==> src/hdl/mtb_pkg.sv <==
// Register map and constants of the microsecond timebase.
package mtb_pkg;
    localparam int          MTB_AW          = 8;
    localparam int          MTB_DW          = 32;
    localparam int          MTB_CW          = 64;
    localparam int          MTB_NALARM      = 4;
    localparam logic [7:0]  MTB_TIME_HI_WR  = 8'h00;
    localparam logic [7:0]  MTB_TIME_LO_WR  = 8'h04;
    localparam logic [7:0]  MTB_TIME_HI_RD  = 8'h08;
    localparam logic [7:0]  MTB_TIME_LO_RD  = 8'h0c;
    localparam logic [7:0]  MTB_ALARM_BASE  = 8'h10;
    localparam logic [7:0]  MTB_ARMED       = 8'h20;
    localparam logic [7:0]  MTB_RAW_HI      = 8'h24;
    localparam logic [7:0]  MTB_RAW_LO      = 8'h28;
    localparam logic [7:0]  MTB_INT_RAW     = 8'h34;
    localparam logic [7:0]  MTB_INT_EN      = 8'h38;
    localparam logic [63:0] MTB_COUNT_RST   = 64'h0;
    localparam logic [31:0] MTB_WORD_RST    = 32'h0;
    localparam logic [3:0]  MTB_BITS_RST    = 4'h0;
endpackage

==> src/hdl/mtb_timebase.sv <==
// Microsecond timebase: 64-bit counter, latched and raw reads, four alarms.
`timescale 1ns/1ps
module mtb_timebase (
    input  wire logic                       i_clk_sys,
    input  wire logic                       i_rst,
    input  wire logic                       i_ce,
    input  wire logic                       i_us_tick,
    input  wire logic [mtb_pkg::MTB_AW-1:0] i_addr,
    input  wire logic [mtb_pkg::MTB_DW-1:0] i_wdata,
    input  wire logic                       i_wr,
    input  wire logic                       i_rd,
    output logic      [mtb_pkg::MTB_DW-1:0] o_rdata,
    output logic      [3:0]                 o_irq
);
    import mtb_pkg::*;

    // ========================================
    // Tick synchroniser
    logic        tick_s1_reg;
    logic        tick_s2_reg;
    logic        tick_s3_reg;
    logic        tick_lvl_reg;
    logic        tick_rise;

    always_ff @(posedge i_clk_sys) begin
        if (i_rst) begin
            tick_s1_reg  <= 1'b0;
            tick_s2_reg  <= 1'b0;
            tick_s3_reg  <= 1'b0;
            tick_lvl_reg <= 1'b0;
        end else if (i_ce) begin
            tick_s1_reg <= i_us_tick;
            tick_s2_reg <= tick_s1_reg;
            tick_s3_reg <= tick_s2_reg;
            if (tick_s2_reg == tick_s3_reg) begin
                tick_lvl_reg <= tick_s3_reg;
            end
        end
    end

    // A tick counts once, when the filtered level goes high.
    assign tick_rise = tick_s2_reg & tick_s3_reg & ~tick_lvl_reg;

    // ========================================
    // Bus decode
    logic        wr_hi;
    logic        wr_lo;
    logic        rd_lo;
    logic        rd_hi;
    logic        wr_armed;
    logic        wr_intr;
    logic        wr_inte;
    logic [3:0]  wr_alarm;

    assign wr_hi    = i_ce & i_wr & (i_addr == MTB_TIME_HI_WR);
    assign wr_lo    = i_ce & i_wr & (i_addr == MTB_TIME_LO_WR);
    assign rd_lo    = i_ce & i_rd & (i_addr == MTB_TIME_LO_RD);
    assign rd_hi    = i_ce & i_rd & (i_addr == MTB_TIME_HI_RD);
    assign wr_armed = i_ce & i_wr & (i_addr == MTB_ARMED);
    assign wr_intr  = i_ce & i_wr & (i_addr == MTB_INT_RAW);
    assign wr_inte  = i_ce & i_wr & (i_addr == MTB_INT_EN);

    // ========================================
    // Counter
    logic [63:0] count_reg;
    logic [31:0] lo_pend_reg;
    logic [31:0] hi_latch_reg;
    logic        latched_reg;

    always_ff @(posedge i_clk_sys) begin
        if (i_rst) begin
            count_reg <= MTB_COUNT_RST;
        end else if (wr_hi) begin
            count_reg <= {i_wdata, lo_pend_reg};
        end else if (i_ce && tick_rise) begin
            count_reg <= count_reg + 64'h1;
        end
    end

    always_ff @(posedge i_clk_sys) begin
        if (i_rst) begin
            lo_pend_reg <= MTB_WORD_RST;
        end else if (wr_lo) begin
            lo_pend_reg <= i_wdata;
        end
    end

    // Reading the low half freezes the high half until it is read.
    always_ff @(posedge i_clk_sys) begin
        if (i_rst) begin
            hi_latch_reg <= MTB_WORD_RST;
            latched_reg  <= 1'b0;
        end else if (rd_lo) begin
            hi_latch_reg <= count_reg[63:32];
            latched_reg  <= 1'b1;
        end else if (rd_hi) begin
            latched_reg <= 1'b0;
        end
    end

    // ========================================
    // Alarms
    logic [31:0] target_reg [MTB_NALARM];
    logic [3:0]  armed_reg;
    logic [3:0]  intr_reg;
    logic [3:0]  inte_reg;
    logic [3:0]  fire;

    genvar g;
    generate
        for (g = 0; g < MTB_NALARM; g++) begin : g_alarm
            assign wr_alarm[g] = i_ce & i_wr & (i_addr == MTB_ALARM_BASE + 8'(4 * g));
            // A software disarm in the same cycle suppresses the match.
            assign fire[g]     = i_ce & armed_reg[g] & ~(wr_armed & i_wdata[g])
                                 & (target_reg[g] == count_reg[31:0]);

            always_ff @(posedge i_clk_sys) begin
                if (i_rst) begin
                    target_reg[g] <= MTB_WORD_RST;
                end else if (wr_alarm[g]) begin
                    target_reg[g] <= i_wdata;
                end
            end

            // A new target write wins over a disarm in the same cycle.
            always_ff @(posedge i_clk_sys) begin
                if (i_rst) begin
                    armed_reg[g] <= 1'b0;
                end else if (wr_alarm[g]) begin
                    armed_reg[g] <= 1'b1;
                end else if (fire[g] || (wr_armed && i_wdata[g])) begin
                    armed_reg[g] <= 1'b0;
                end
            end

            // A fire in the clearing cycle keeps the bit set.
            always_ff @(posedge i_clk_sys) begin
                if (i_rst) begin
                    intr_reg[g] <= 1'b0;
                end else if (fire[g]) begin
                    intr_reg[g] <= 1'b1;
                end else if (wr_intr && i_wdata[g]) begin
                    intr_reg[g] <= 1'b0;
                end
            end
        end
    endgenerate

    always_ff @(posedge i_clk_sys) begin
        if (i_rst) begin
            inte_reg <= MTB_BITS_RST;
        end else if (wr_inte) begin
            inte_reg <= i_wdata[3:0];
        end
    end

    assign o_irq = intr_reg & inte_reg;

    // ========================================
    // Read data
    logic [31:0] rdata_next;

    always_comb begin
        rdata_next = MTB_WORD_RST;
        unique case (i_addr)
            MTB_TIME_HI_RD: rdata_next = latched_reg ? hi_latch_reg : count_reg[63:32];
            MTB_TIME_LO_RD: rdata_next = count_reg[31:0];
            MTB_ALARM_BASE: rdata_next = target_reg[0];
            MTB_ALARM_BASE + 8'h04: rdata_next = target_reg[1];
            MTB_ALARM_BASE + 8'h08: rdata_next = target_reg[2];
            MTB_ALARM_BASE + 8'h0c: rdata_next = target_reg[3];
            MTB_ARMED: rdata_next = {28'h0, armed_reg};
            MTB_RAW_HI: rdata_next = count_reg[63:32];
            MTB_RAW_LO: rdata_next = count_reg[31:0];
            MTB_INT_RAW: rdata_next = {28'h0, intr_reg};
            MTB_INT_EN: rdata_next = {28'h0, inte_reg};
            default: rdata_next = MTB_WORD_RST;
        endcase
    end

    always_ff @(posedge i_clk_sys) begin
        if (i_rst) begin
            o_rdata <= MTB_WORD_RST;
        end else if (i_ce) begin
            o_rdata <= i_rd ? rdata_next : MTB_WORD_RST;
        end
    end
endmodule

==> config.mk <==
export PLATFORM = sky130hd
export DESIGN_NAME = mtb_timebase
export DESIGN_NICKNAME = d
export VERILOG_FILES = /design/src/hdl/mtb_pkg.sv /design/src/hdl/mtb_timebase.sv
export SDC_FILE = /design/constraint.sdc
export NUM_CORES = 1
export LEC_CHECK = 0
export BUFFER_PORTS_ARGS = -buffer_cell sky130_fd_sc_hd__buf_2
export CORE_ASPECT_RATIO = 1.1
export CORE_UTILIZATION = 55
export DETAILED_ROUTE_END_ITERATION = 7
export HOLD_SLACK_MARGIN = 0.05
export PLACE_DENSITY = 0.73
export SLEW_MARGIN = 20
export SYNTH_ARGS = -nofsm -noshare
export SYNTH_HDL_FRONTEND = slang
export SYNTH_SLANG_ARGS = --single-unit
==> constraint.sdc <==
create_clock -name i_clk_sys -period 4.45 [get_ports i_clk_sys]
set_input_delay 0.2225 -clock i_clk_sys [delete_from_list [all_inputs] [get_ports i_clk_sys]]
set_output_delay 0.2225 -clock i_clk_sys [all_outputs]
set_load 0.01 [all_outputs]
==> run metrics <==
status completed; Post-route DRC 0; gpl congestion 1.04; Critical R2R Launch count_reg[13]; final hold slack 0.0640 ns; Syn Inst Count 1631; Synth top area share 0.242; core area 28100 µm²; cell taking the most area after synthesis edfxtp_1; Max Fclk 0.308 GHz; final hold vios 0; total track usage 0.380; drt pass-1 iters 7; post-synth net total 1679; area delta synth->final 12.5%; Max Cap Viol 0; critical path peak fanout 10; VDD IR max 375 µV; class of the worst hold path input port to register; Sinks on Clock Net 305; EDFF count, synth 128; Static Leak 6.56 nW; Routed Antenna Nets 0; Row Count 64; Starting Density 0.565; Routed wire per std cell 27.0 µm; ys flop type dfxtp_1; top post-synthesis cells by count nand2_1, dfxtp_1, xor2_1, edfxtp_1, and2_1; global-route wire length before repair 82900 µm; Avg Inst Size Synth 9.74 µm²; CTS tree built; hold wc startpoint i_wdata[20]; total congestion overflow 0; Setup-failing EPs final 0; # H-tree levels 2; Worst-path clk slew 0.06 ns; Vias/cell 6.64; top post-synthesis cells by area edfxtp_1, dfxtp_1, xor2_1, nand2_1, and2_1; synth unique cells 76; Setup CP Type register to register; CP startpoint kind register; Die W 164 µm; vias in the first global route 12800; P per Cell Area 349 nW/µm²; Synth warnings 0; Worst Max-Slew Pin Slew 1.15 ns; Largest register FFs 128; # nets final 1713; CP endpoint kind register; most common cell in the netlist nand2_1; post-DP HPWL 39700 µm; sequential fraction of the synthesis area 0.465; fin crit share 0.730; largest net degree at the start of global routing 124; Iter 0 DRT Violations 1866; critical path arrival 3.67 ns; max_slew headroom 0.225; post-cts resize count 0; FF+latch count, synth 305; io pins 82; asr flop ratio synth 0; r2r setup slk 1.20 ns; Setup TNS 0 ns; DR vias 13600; share of layout cells above drive strength 1 0.139; Final Skew 0.0129 ns; Data required, critical path 4.88 ns; initial antenna violation count 2; crit path from count_reg[13]; Die Y 180 µm; RSZ-0062 raised after global routing no; final WL 55600 µm; min Tclk post-route 3.25 ns; IO buf count 81; Pins Over Slew Limit 0; die area 29600 µm²; Max Root-Sink Buffers 3; Root Driver clkbuf_16; Syn Std Cell Area 15900 µm²; total CTS buffers 34; clk_lat worst skew 0.52 ns
## cells by family after synthesis
| family | count (synthesis) | share of synthesized area |
|---|---|---|
| simple gates | 680 | 0.227 |
| flops | 305 | 0.465 |
| fa+ha+maj | 2 | 0.00157 |
| compound gates | 287 | 0.127 |
| buf+inv | 153 | 0.0424 |
| xor+xnor | 158 | 0.0871 |
| mux | 46 | 0.0498 |
## worst max-delay path: stages, from the launching register on
cell	delay (ns)
dfxtp_1	0.73
nand3_2	0.31
nor3_1	0.75
nand4_2	0.46
or4_2	0.64
a311oi_1	0.25
## final timing paths
check,depth (start not counted),end
setup / recovery,5,count_reg[45]
hold / removal,3,lo_pend_reg[20]
setup reg to reg,5,count_reg[45]
hold reg to reg,2,o_rdata[26]
## where the power goes
part | leakage [nW] | total (W) | switching [W] | internal [W]
logic | 3.35 | 0.000350 | 0.000229 | 0.000121
clock network | 0.567 | 0.00286 | 0.00115 | 0.00171
registers | 2.64 | 0.00303 | 0.0000572 | 0.00297
## final cells by class
cell class                      count  area, µm²
Clock buffer                       53       1100
Fill cell                        2344      10200
Timing Repair Buffer              141        931
Inverter                           10       37.5
Antenna cell                        1       2.50
Sequential cell                   305       7390
Tap cell                          363        454
Clock inverter                      9       46.3
Multi-Input combinational cell   1173       7930
## routing by layer
| metal | global-route usage | vias to the layer above | share of wire |
|---|---|---|---|
| met1 | 0.525 | 6654 | 0.40 |
| met2 | 0.584 | 790 | 0.45 |
| met4 | 0.149 | 0 | 0.045 |
| met3 | 0.0762 | 155 | 0.10 |
| li1 | - | 6037 | - |
| met5 | 0 | - | 0 |
## placed cells by master (no fill, tap or decap), types with 11 or more instances in the layout
cell | Yosys | layout
a221o_1 | 18 | 18
or4_1 | 17 | 17
nor4_1 | 43 | 41
nor2_1 | 95 | 91
mux4_2 | 26 | 26
a22o_1 | 12 | 12
a211oi_1 | 40 | 40
buf_2 | 23 | 80
nand4_1 | 35 | 35
a22oi_1 | 20 | 20
nand2_1 | 194 | 194
o31ai_1 | 13 | 13
dfxtp_1 | 177 | 177
and4_1 | 13 | 13
a311oi_1 | 23 | 23
o21ai_0 | 24 | 21
dlygate4sd3_1 | 1 | 24
xor2_1 | 136 | 136
a21oi_1 | 87 | 87
mux2i_1 | 15 | 15
and3_1 | 50 | 50
clkbuf_16 | 0 | 40
buf_4 | 7 | 36
edfxtp_1 | 128 | 128
xnor2_1 | 22 | 22
nor3_1 | 26 | 24
a221oi_1 | 11 | 11
and2_1 | 104 | 104
nand3_1 | 50 | 49
## through the flow
stage | total power [W] | utilization | area, µm² | std cells | worst slack (ns)
after floorplan | 0.00325 | - | 15900 | 1631 | 0.375
after global placement | 0.00341 | 0.587 | 16500 | 1968 | 1.25
after detailed placement | 0.00341 | 0.587 | 16500 | 1968 | 1.18
after CTS | 0.00624 | 0.636 | 17900 | 2054 | 1.34
after global routing | 0.00639 | 0.636 | 17900 | 2054 | 1.12
final | 0.00624 | 0.636 | 17900 | 2055 | 1.20
## repair_timing
action	in CTS	in global routing
hold endpoints to repair	25	0
setup endpoints to repair	0	0
buffers inserted	0	0
hold buffers	24	0
(Power assumes the default switching activity.)
